**src/core/snp_pkg.sv**
```systemverilog
// snp_pkg: offsets, field positions, reset values and carriers of the
// node address, phy register access and cycle time registers.
// assumes an 8-bit byte address on the register port, 32-bit data.
package snp_pkg;

  // ==========================================================================
  // register offsets
  localparam logic [7:0] OFS_NODE_ADDRESS = 8'hE8;
  localparam logic [7:0] OFS_PHY_ACCESS   = 8'hEC;
  localparam logic [7:0] OFS_CYCLE_TIME   = 8'hF0;

  // ==========================================================================
  // node address fields
  localparam int NA_VALID_BIT   = 31;
  localparam int NA_ROOT_BIT    = 30;
  localparam int NA_POWER_BIT   = 27;
  localparam int NA_BUS_LSB     = 6;
  localparam int NA_NODE_LSB    = 0;
  localparam logic [9:0] BUS_INDEX_RST = 10'h3FF;
  localparam logic [5:0] NODE_RST      = 6'h00;
  localparam logic [5:0] NODE_UNSET    = 6'h3F;

  // ==========================================================================
  // phy register access fields
  localparam int PA_DONE_BIT    = 31;
  localparam int PA_RDIDX_LSB   = 24;
  localparam int PA_RDVAL_LSB   = 16;
  localparam int PA_RDREQ_BIT   = 15;
  localparam int PA_WRREQ_BIT   = 14;
  localparam int PA_TGT_LSB     = 8;
  localparam int PA_WRVAL_LSB   = 0;

  // ==========================================================================
  // cycle time fields and moduli
  localparam int CT_SEC_LSB     = 25;
  localparam int CT_CYC_LSB     = 12;
  localparam logic [11:0] OFFSET_LAST = 12'hBFF;  // 3072 - 1
  localparam logic [12:0] CYCLE_LAST  = 13'h1F3F; // 8000 - 1
  localparam logic [31:0] CYCLE_TIME_RST = 32'h0000_0000;

  typedef struct packed {
    logic       is_write;
    logic [3:0] reg_index;
    logic [7:0] value;
  } snp_phy_req_s;

  typedef struct packed {
    logic [3:0] reg_index;
    logic [7:0] value;
  } snp_phy_rx_s;

  typedef struct packed {
    logic [6:0]  seconds;
    logic [12:0] cycles;
    logic [11:0] offset;
  } snp_cycle_time_s;

endpackage

```
**src/core/snp_cycle_timer.sv**
```systemverilog
// snp_cycle_timer: seconds, cycles and tick offset counters of cycle time.
// assumes tick is a one-cycle enable at the 24.576 MHz rate; ext_tick_pin
// is an asynchronous 8 kHz pin.
`timescale 1ns/1ns
module snp_cycle_timer
(
  input  wire logic                  clock,
  input  wire logic                  nrst,
  input  wire logic                  count_en,
  input  wire logic                  tick,
  input  wire logic                  ext_source,
  input  wire logic                  ext_tick_pin,
  input  wire logic                  sw_load,
  input  wire logic [31:0]           sw_value,
  input  wire logic                  rx_load,
  input  wire logic [31:0]           rx_value,
  output logic                       rollover,
  output logic [31:0]                value
);

  typedef struct packed {
    logic [2:0]                sync;
    snp_pkg::snp_cycle_time_s  ct;
    logic                      roll;
  } snp_ct_state_s;

  snp_ct_state_s s_q;
  snp_ct_state_s s_d;
  logic          ext_edge;
  logic          wrap;

  // sync[0] feeds only sync[1]
  assign ext_edge = s_q.sync[1] && !s_q.sync[2];

  // ==========================================================================
  // counting, loads take priority
  always_comb
  begin
    s_d      = s_q;
    s_d.sync = {s_q.sync[1:0], ext_tick_pin};
    s_d.roll = 1'b0;
    wrap     = 1'b0;
    if (count_en)
    begin
      if (ext_source)
      begin
        if (ext_edge)
        begin
          s_d.ct.offset = 12'h000;
          wrap          = 1'b1;
        end
        else if (tick && s_q.ct.offset != snp_pkg::OFFSET_LAST)
          s_d.ct.offset = s_q.ct.offset + 12'h001;
      end
      else if (tick)
      begin
        if (s_q.ct.offset == snp_pkg::OFFSET_LAST)
        begin
          s_d.ct.offset = 12'h000;
          wrap          = 1'b1;
        end
        else
          s_d.ct.offset = s_q.ct.offset + 12'h001;
      end
    end
    if (wrap)
    begin
      s_d.roll = 1'b1;
      if (s_q.ct.cycles == snp_pkg::CYCLE_LAST)
      begin
        s_d.ct.cycles  = 13'h0000;
        s_d.ct.seconds = s_q.ct.seconds + 7'h01;
      end
      else
        s_d.ct.cycles = s_q.ct.cycles + 13'h0001;
    end
    if (sw_load)
      s_d.ct = sw_value;
    else if (rx_load)
      s_d.ct = rx_value;
  end

  always_ff @(posedge clock or negedge nrst)
  begin
    if (!nrst)
    begin
      s_q    <= '0;
      s_q.ct <= snp_pkg::CYCLE_TIME_RST;
    end
    else
      s_q <= s_d;
  end

  assign rollover = s_q.roll;
  assign value    = s_q.ct;

endmodule // snp_cycle_timer

```
**src/core/snp_phy_req.sv**
```systemverilog
// snp_phy_req: holds one phy register request toward the phy until taken.
// assumes the phy side takes a request on a cycle with valid and ready high.
`timescale 1ns/1ns
module snp_phy_req
(
  input  wire logic                  clock,
  input  wire logic                  nrst,
  input  wire logic                  start,
  input  snp_pkg::snp_phy_req_s      start_req,
  output logic                       idle,
  output logic                       sent,
  output logic                       req_valid,
  input  wire logic                  req_ready,
  output snp_pkg::snp_phy_req_s      req
);

  typedef enum logic {SNP_IDLE, SNP_SEND} snp_req_e;

  typedef struct packed {
    snp_req_e              st;
    snp_pkg::snp_phy_req_s req;
  } snp_req_state_s;

  snp_req_state_s s_q;
  snp_req_state_s s_d;

  // ==========================================================================
  // one request at a time
  always_comb
  begin
    s_d = s_q;
    unique case (s_q.st)
      SNP_IDLE:
      begin
        if (start)
        begin
          s_d.st  = SNP_SEND;
          s_d.req = start_req;
        end
      end
      SNP_SEND:
      begin
        if (req_ready)
          s_d.st = SNP_IDLE;
      end
    endcase
  end

  always_ff @(posedge clock or negedge nrst)
  begin
    if (!nrst)
      s_q <= '0;
    else
      s_q <= s_d;
  end

  assign idle      = (s_q.st == SNP_IDLE);
  assign req_valid = (s_q.st == SNP_SEND);
  assign sent      = req_valid && req_ready;
  assign req       = s_q.req;

endmodule // snp_phy_req

```
**src/core/snp_regs.sv**
```systemverilog
// snp_regs: node address, phy register access and cycle time registers.
// assumes phy status, self-id and cycle start events come from link logic
// on the same clock as one-cycle pulses; register port on the same clock.
//
// How it works
// - bus reset clears valid; new node sets it
// - root flag taken from phy at self-id
// - cable power flag follows phy report
// - bus index writable, resets to all ones
// - node index loaded from phy, read-only
// - node id is bus and node index
// - reserved bits read as zero
// - request bit set clears read complete
// - phy register transfer sets read complete
// - capture received phy address and data
// - read request sent, then bit self-clears
// - write request sent, then bit self-clears
// - target index, write value; value unused for reads
// - cycle master sends current cycle time
// - non-master loads time from cycle start
// - timer keeps counting without cycle starts
// - offset counts modulo 3072, or with external source holds at 3071 until zeroed on external tick
// - cycles modulo 8000, seconds modulo 128
`timescale 1ns/1ns
module snp_regs
(
  input  wire logic                  clock,
  input  wire logic                  nrst,
  // register port
  input  wire logic [7:0]            reg_addr,
  input  wire logic [31:0]           reg_wdata,
  input  wire logic                  reg_wr,
  input  wire logic                  reg_rd,
  output logic [31:0]                reg_rdata,
  // phy status and events
  input  wire logic                  bus_reset_seen,
  input  wire logic                  self_id_done,
  input  wire logic [5:0]            phy_node_num,
  input  wire logic                  phy_is_root,
  input  wire logic                  phy_cable_power_ok,
  input  wire logic                  phy_rx_valid,
  input  snp_pkg::snp_phy_rx_s       phy_rx,
  // phy register request
  output logic                       phy_req_valid,
  input  wire logic                  phy_req_ready,
  output snp_pkg::snp_phy_req_s      phy_req,
  // cycle timer control
  input  wire logic                  cycle_master_en,
  input  wire logic                  cycle_source_ext,
  input  wire logic                  cycle_timer_en,
  input  wire logic                  tick_24m,
  input  wire logic                  ext_cycle_tick,
  input  wire logic                  cs_rx_valid,
  input  wire logic [31:0]           cs_rx_data,
  output logic                       cs_tx_strobe,
  output logic [31:0]                cs_tx_data,
  // node identity
  output logic [15:0]                node_id,
  output logic                       node_id_valid,
  output logic                       async_transmit_blocked
);

  typedef struct packed {
    logic        valid;
    logic        root;
    logic        cable_power_ok;
    logic [9:0]  bus_index;
    logic [5:0]  node;
    logic        read_complete;
    logic [3:0]  rd_index;
    logic [7:0]  rd_value;
    logic        rd_req;
    logic        wr_req;
    logic [3:0]  tgt_index;
    logic [7:0]  wr_value;
    logic        tx_strobe;
    logic [31:0] tx_data;
    logic [31:0] rdata;
  } snp_regs_state_s;

  snp_regs_state_s        s_q;
  snp_regs_state_s        s_d;
  logic                   wr_node;
  logic                   wr_phy;
  logic                   wr_cycle;
  logic                   is_master;
  logic                   req_idle;
  logic                   req_sent;
  logic                   req_start;
  logic                   new_req;
  logic                   timer_roll;
  logic [31:0]            timer_value;
  logic [31:0]            node_word;
  logic [31:0]            phy_word;
  snp_pkg::snp_phy_req_s  start_req;

  // ==========================================================================
  // address decode
  assign wr_node  = reg_wr && (reg_addr == snp_pkg::OFS_NODE_ADDRESS);
  assign wr_phy   = reg_wr && (reg_addr == snp_pkg::OFS_PHY_ACCESS);
  assign wr_cycle = reg_wr && (reg_addr == snp_pkg::OFS_CYCLE_TIME);

  // cycle master only while the phy says this node is root
  assign is_master = cycle_master_en && s_q.root;

  // a request bit written while one is pending is dropped
  assign new_req = wr_phy
                   && (reg_wdata[snp_pkg::PA_RDREQ_BIT] || reg_wdata[snp_pkg::PA_WRREQ_BIT])
                   && !(s_q.rd_req || s_q.wr_req);

  // ==========================================================================
  // request launch toward the phy
  always_comb
  begin
    start_req           = '0;
    start_req.is_write  = s_q.wr_req && !s_q.rd_req;
    start_req.reg_index = s_q.tgt_index;
    start_req.value     = start_req.is_write ? s_q.wr_value : 8'h00;
  end

  assign req_start = (s_q.rd_req || s_q.wr_req) && req_idle;

  snp_phy_req u_phy_req
  (
    .clock     (clock),
    .nrst      (nrst),
    .start     (req_start),
    .start_req (start_req),
    .idle      (req_idle),
    .sent      (req_sent),
    .req_valid (phy_req_valid),
    .req_ready (phy_req_ready),
    .req       (phy_req)
  );

  // ==========================================================================
  // cycle timer
  snp_cycle_timer u_cycle_timer
  (
    .clock        (clock),
    .nrst         (nrst),
    .count_en     (cycle_timer_en),
    .tick         (tick_24m),
    .ext_source   (cycle_source_ext),
    .ext_tick_pin (ext_cycle_tick),
    .sw_load      (wr_cycle),
    .sw_value     (reg_wdata),
    .rx_load      (cs_rx_valid && !is_master),
    .rx_value     (cs_rx_data),
    .rollover     (timer_roll),
    .value        (timer_value)
  );

  // ==========================================================================
  // read words
  always_comb
  begin
    node_word                                         = 32'h0000_0000;
    node_word[snp_pkg::NA_VALID_BIT]                  = s_q.valid;
    node_word[snp_pkg::NA_ROOT_BIT]                   = s_q.root;
    node_word[snp_pkg::NA_POWER_BIT]                  = s_q.cable_power_ok;
    node_word[snp_pkg::NA_BUS_LSB +: 10]              = s_q.bus_index;
    node_word[snp_pkg::NA_NODE_LSB +: 6]              = s_q.node;
    phy_word                                          = 32'h0000_0000;
    phy_word[snp_pkg::PA_DONE_BIT]                    = s_q.read_complete;
    phy_word[snp_pkg::PA_RDIDX_LSB +: 4]              = s_q.rd_index;
    phy_word[snp_pkg::PA_RDVAL_LSB +: 8]              = s_q.rd_value;
    phy_word[snp_pkg::PA_RDREQ_BIT]                   = s_q.rd_req;
    phy_word[snp_pkg::PA_WRREQ_BIT]                   = s_q.wr_req;
    phy_word[snp_pkg::PA_TGT_LSB +: 4]                = s_q.tgt_index;
    phy_word[snp_pkg::PA_WRVAL_LSB +: 8]              = s_q.wr_value;
  end

  // ==========================================================================
  // next state
  always_comb
  begin
    s_d = s_q;

    // node address
    s_d.cable_power_ok = phy_cable_power_ok;
    if (wr_node)
      s_d.bus_index = reg_wdata[snp_pkg::NA_BUS_LSB +: 10];
    if (bus_reset_seen)
    begin
      s_d.valid = 1'b0;
      s_d.root  = 1'b0;
    end
    if (self_id_done)
    begin
      s_d.valid = 1'b1;
      s_d.root  = phy_is_root;
      s_d.node  = phy_node_num;
    end

    // phy register access
    if (wr_phy)
    begin
      s_d.tgt_index = reg_wdata[snp_pkg::PA_TGT_LSB +: 4];
      s_d.wr_value  = reg_wdata[snp_pkg::PA_WRVAL_LSB +: 8];
    end
    if (req_sent)
    begin
      s_d.rd_req = 1'b0;
      s_d.wr_req = 1'b0;
    end
    if (new_req)
    begin
      // read wins if software sets both
      s_d.rd_req        = reg_wdata[snp_pkg::PA_RDREQ_BIT];
      s_d.wr_req        = !reg_wdata[snp_pkg::PA_RDREQ_BIT];
      s_d.read_complete = 1'b0;
    end
    if (phy_rx_valid)
    begin
      s_d.read_complete = 1'b1;
      s_d.rd_index      = phy_rx.reg_index;
      s_d.rd_value      = phy_rx.value;
    end

    // cycle start transmit on each rollover while master
    s_d.tx_strobe = timer_roll && is_master;
    if (timer_roll && is_master)
      s_d.tx_data = timer_value;

    // read data, one cycle after the strobe
    s_d.rdata = 32'h0000_0000;
    if (reg_rd)
    begin
      unique case (reg_addr)
        snp_pkg::OFS_NODE_ADDRESS: s_d.rdata = node_word;
        snp_pkg::OFS_PHY_ACCESS:   s_d.rdata = phy_word;
        snp_pkg::OFS_CYCLE_TIME:   s_d.rdata = timer_value;
        default:                   s_d.rdata = 32'h0000_0000;
      endcase
    end
  end

  // ==========================================================================
  // state register
  always_ff @(posedge clock or negedge nrst)
  begin
    if (!nrst)
    begin
      s_q           <= '0;
      s_q.bus_index <= snp_pkg::BUS_INDEX_RST;
      s_q.node      <= snp_pkg::NODE_RST;
    end
    else
      s_q <= s_d;
  end

  // ==========================================================================
  // outputs
  assign reg_rdata              = s_q.rdata;
  assign node_id                = {s_q.bus_index, s_q.node};
  assign node_id_valid          = s_q.valid;
  assign async_transmit_blocked = (s_q.node == snp_pkg::NODE_UNSET);
  assign cs_tx_strobe           = s_q.tx_strobe;
  assign cs_tx_data             = s_q.tx_data;

endmodule // snp_regs

```
**config.mk**
```make
export PLATFORM = sky130hd
export DESIGN_NAME = snp_regs
export DESIGN_NICKNAME = d
export VERILOG_FILES = /design/src/core/snp_pkg.sv /design/src/core/snp_cycle_timer.sv /design/src/core/snp_phy_req.sv /design/src/core/snp_regs.sv
export SDC_FILE = /design/constraint.sdc
export NUM_CORES = 1
export LEC_CHECK = 0
export ABC_AREA = 1
export BUFFER_PORTS_ARGS = -buffer_cell sky130_fd_sc_hd__buf_2
export CAP_MARGIN = 20
export CORE_MARGIN = 10
export CORE_UTILIZATION = 35
export DETAILED_ROUTE_END_ITERATION = 12
export GPL_TIMING_DRIVEN = 1
export MAX_ROUTING_LAYER = met4
export SETUP_SLACK_MARGIN = 0.3
export SLEW_MARGIN = 5
export SYNTH_ARGS = -nofsm -noshare
export SYNTH_HDL_FRONTEND = slang
export SYNTH_SLANG_ARGS = --single-unit
```
**constraint.sdc**
```tcl
create_clock -name clock -period 3.25 [get_ports clock]
set_input_delay 0.65 -clock clock [delete_from_list [all_inputs] [get_ports clock]]
set_output_delay 0.65 -clock clock [all_outputs]
set_load 0.1 [all_outputs]
```
==> flow_metrics.tcl <==
set metrics [dict create \
    status "finished, final reports clean" \
    slowest_delay_ps 530 \
    ys_ff_latch 161 \
    clk_latency_ps 430 \
    cp_max_fo 24 \
    via_per_inst 4.90 \
    cpMostUsedCell "nand2_1" \
    rr_worst_depth 9 \
    required_ps 3620 \
    fp.dieW_um 172 \
    grt_antenna_before_repair 1 \
    setup_viol 0 \
    fin_skew_ps 8.95 \
    slew_headroom 0.594 \
    grt_max_degree 56 \
    syn_avg_cell_area_um2 7.91 \
    fin_ws_ps 1000 \
    fin_nets 1310 \
    rrSetupSlack_ps 1000 \
    wl_per_cell_um 18.1 \
    ys_seq_area_frac 0.499 \
    tightestPinTransition_ps 607 \
    dp_slack_ps 882 \
    power_leakage_nw 5.32 \
    numCtsBuffers 17 \
    cts_htree_levels 4 \
    min_period_ps 2250 \
    period_share 0.692 \
    clk_pin_slew_ps 70 \
    core_region_area_um2 22700 \
    gp_congestion 0.927 \
    cp-end-kind "flop" \
    num_vias 7354 \
    syn_area_um2 8090 \
    fmax_mhz 445 \
    grt.overflow.total 0 \
    drive_gt1_frac 0.259 \
    start_util 0.356 \
    io_buffers 202 \
    drcViolationCount 0 \
    synth.distinct_cells 38 \
    tns_ps 0 \
    r2r_end "u_cycle_timer.value[20]$_DFFE_PN0P_" \
    die_h_um 172 \
    rsz0062_at_grt "false" \
    yosys_warnings 0 \
    hold_class "input pin to async pin" \
    first_iter_violations 545 \
    syn2layout_area_growth_pct 21.8 \
    wl_mm 27.1 \
    start_kind "flop" \
    cts_hold_buffers 0 \
    clockBufferDepth 2 \
    fp-row-count 55 \
    dieArea_um2 29600 \
    cts_tree "built" \
    ir_drop_v 0.000694 \
    cp.arrival_ps 2610 \
    grt_first_pass_wirelength_mm 41.0 \
    p_per_area_nw_per_um2 725 \
    finalHoldViolations 0 \
    final_max_slew_viol_count 0 \
    path_class "flop to flop" \
    cp_cell_sequence "nand2_1 -> nand2_1 -> nand2_1 -> inv_1 -> buf_4 -> nand2_4 -> inv_2 -> nand2_1 -> nand2_1" \
    ctsRootBufferMaster "clkbuf_16" \
    dp_hpwl_mm 21.3 \
    drv_cap 0 \
    slowest_stage "dfrtp_1" \
    cts_setup_buffers 0 \
    ant_nets 0 \
    grt_pass1_vias 7279 \
    first_pass_iters 6 \
    cts_sinks 161 \
    syn-instance-count 1023 \
    track_usage 0.186 \
    r2r_start "node_word[30]$_DFFE_PN0P_" \
    io_pins 203 \
    cts_resized 0 \
    syn-num-nets 1132 \
]
-- per-layer routing --
layer / global-route usage / part of all wire
met5: - / 0
met4: 0.0536 / 0.018
met3: 0.0367 / 0.060
met2: 0.288 / 0.47
met1: 0.244 / 0.46
-- layout by cell type (no fill, tap or decap), drive strengths merged --
cell type / synthesis / layout
xnor2: 1 / 1
buf: 34 / 211
a31oi: 1 / 1
a21oi: 26 / 26
mux2: 16 / 16
nand3: 86 / 86
nand2: 362 / 362
nor2: 47 / 47
xor2: 3 / 3
ha: 3 / 3
clkinvlp: 0 / 2
clkinv: 1 / 4
nor3: 6 / 6
o22ai: 5 / 5
bufinv: 0 / 2
or2: 17 / 17
o21ai: 88 / 88
dfrtp: 151 / 151
o221ai: 8 / 8
dfstp: 10 / 10
inv: 118 / 125
a21o: 1 / 1
clkbuf: 18 / 18
o21bai: 6 / 6
o211ai: 2 / 2
nand4: 13 / 13
diode: 0 / 1
-- power breakdown --
part | leakage (nW) | internal [mW] | switching (mW)
Sequential | 2.02 | 2.31 | 0.282
Combinational | 3.01 | 0.432 | 2.04
Clock | 0.294 | 1.18 | 0.909
Total | 5.32 | 3.92 | 3.23
-- layout make-up --
type | instances | area [um^2]
Fill cell | 2350 | 12800
Sequential cell | 161 | 4040
Multi-Input combinational cell | 691 | 3310
Timing Repair Buffer | 211 | 1100
Inverter | 119 | 447
Clock buffer | 18 | 439
Tap cell | 285 | 357
Clock inverter | 14 | 170
Antenna cell | 1 | 2.50
-- worst max-delay path: cells and delay by family (launching register included) --
family        cells  cell delay (ps)
buf+inv           3              550
simple gates      6             1090
flops             1              530
-- how the worst max path moves through the flow --
stage,from,to,cells after the start
detailed placement,cycle_master_en,u_cycle_timer.value[20]$_DFFE_PN0P_,10
global placement,cycle_master_en,u_cycle_timer.value[21]$_DFFE_PN0P_,10
CTS,node_word[30]$_DFFE_PN0P_,u_cycle_timer.value[20]$_DFFE_PN0P_,9
floorplan,node_id[2]$_DFFE_PN0P_,async_transmit_blocked,2
global route,node_word[30]$_DFFE_PN0P_,u_cycle_timer.value[20]$_DFFE_PN0P_,9
finish,node_word[30]$_DFFE_PN0P_,u_cycle_timer.value[20]$_DFFE_PN0P_,9
-- state kept, by name, summed over array words and instances, names as in the netlist, 2 cells and up --
signal,cells
node_word,2
node_id,16
phy_word,27
u_phy_req.req,13
reg_rdata,32
cs_tx_data,32
u_cycle_timer.s_d,2
u_cycle_timer.value,32
-- cell usage after synthesis (all sizes together) --
cell,n,area share
or2,17,0.013
ha,3,0.0046
a31oi,1,0.00077
nand3,86,0.056
nand4,13,0.011
clkbuf,18,0.0085
inv,118,0.055
o21ai,88,0.054
xnor2,1,0.0011
dfstp,10,0.032
nand2,362,0.17
dfrtp,151,0.47
o21bai,6,0.0056
o221ai,8,0.0087
clkinv,1,0.00046
a21oi,26,0.017
o22ai,5,0.0039
o211ai,2,0.0019
nor2,47,0.027
nor3,6,0.0043
mux2,16,0.022
a21o,1,0.00093
xor2,3,0.0032
buf,34,0.029
-- logic make-up (layout without fill, tap and decap cells) --
family / after synthesis / in the layout / synth area share
other: 0 / 1 / 0
flip-flops: 161 / 161 / 0.499
multiplexers: 16 / 16 / 0.0223
adder cells (fa/ha/maj): 3 / 3 / 0.00464
buffers and inverters: 171 / 362 / 0.0931
AND/OR/NAND/NOR: 531 / 531 / 0.284
XOR/XNOR: 4 / 4 / 0.00433
AO/OA/AOI/OAI: 137 / 137 / 0.0926
-- stage by stage --
step	hold WS, ps	instance area (um^2)	cells	total power [mW]	utilization
2_1_floorplan	331	8100	1023	4.51	-
3_3_place_gp	345	9250	1467	5.09	0.407
3_5_place_dp	339	9250	1467	5.10	0.407
4_1_cts	174	9860	1499	7.20	0.434
5_1_grt	183	9860	1500	7.48	0.434
6_report	163	9860	1500	7.15	0.434
(Power assumes the default switching activity.)
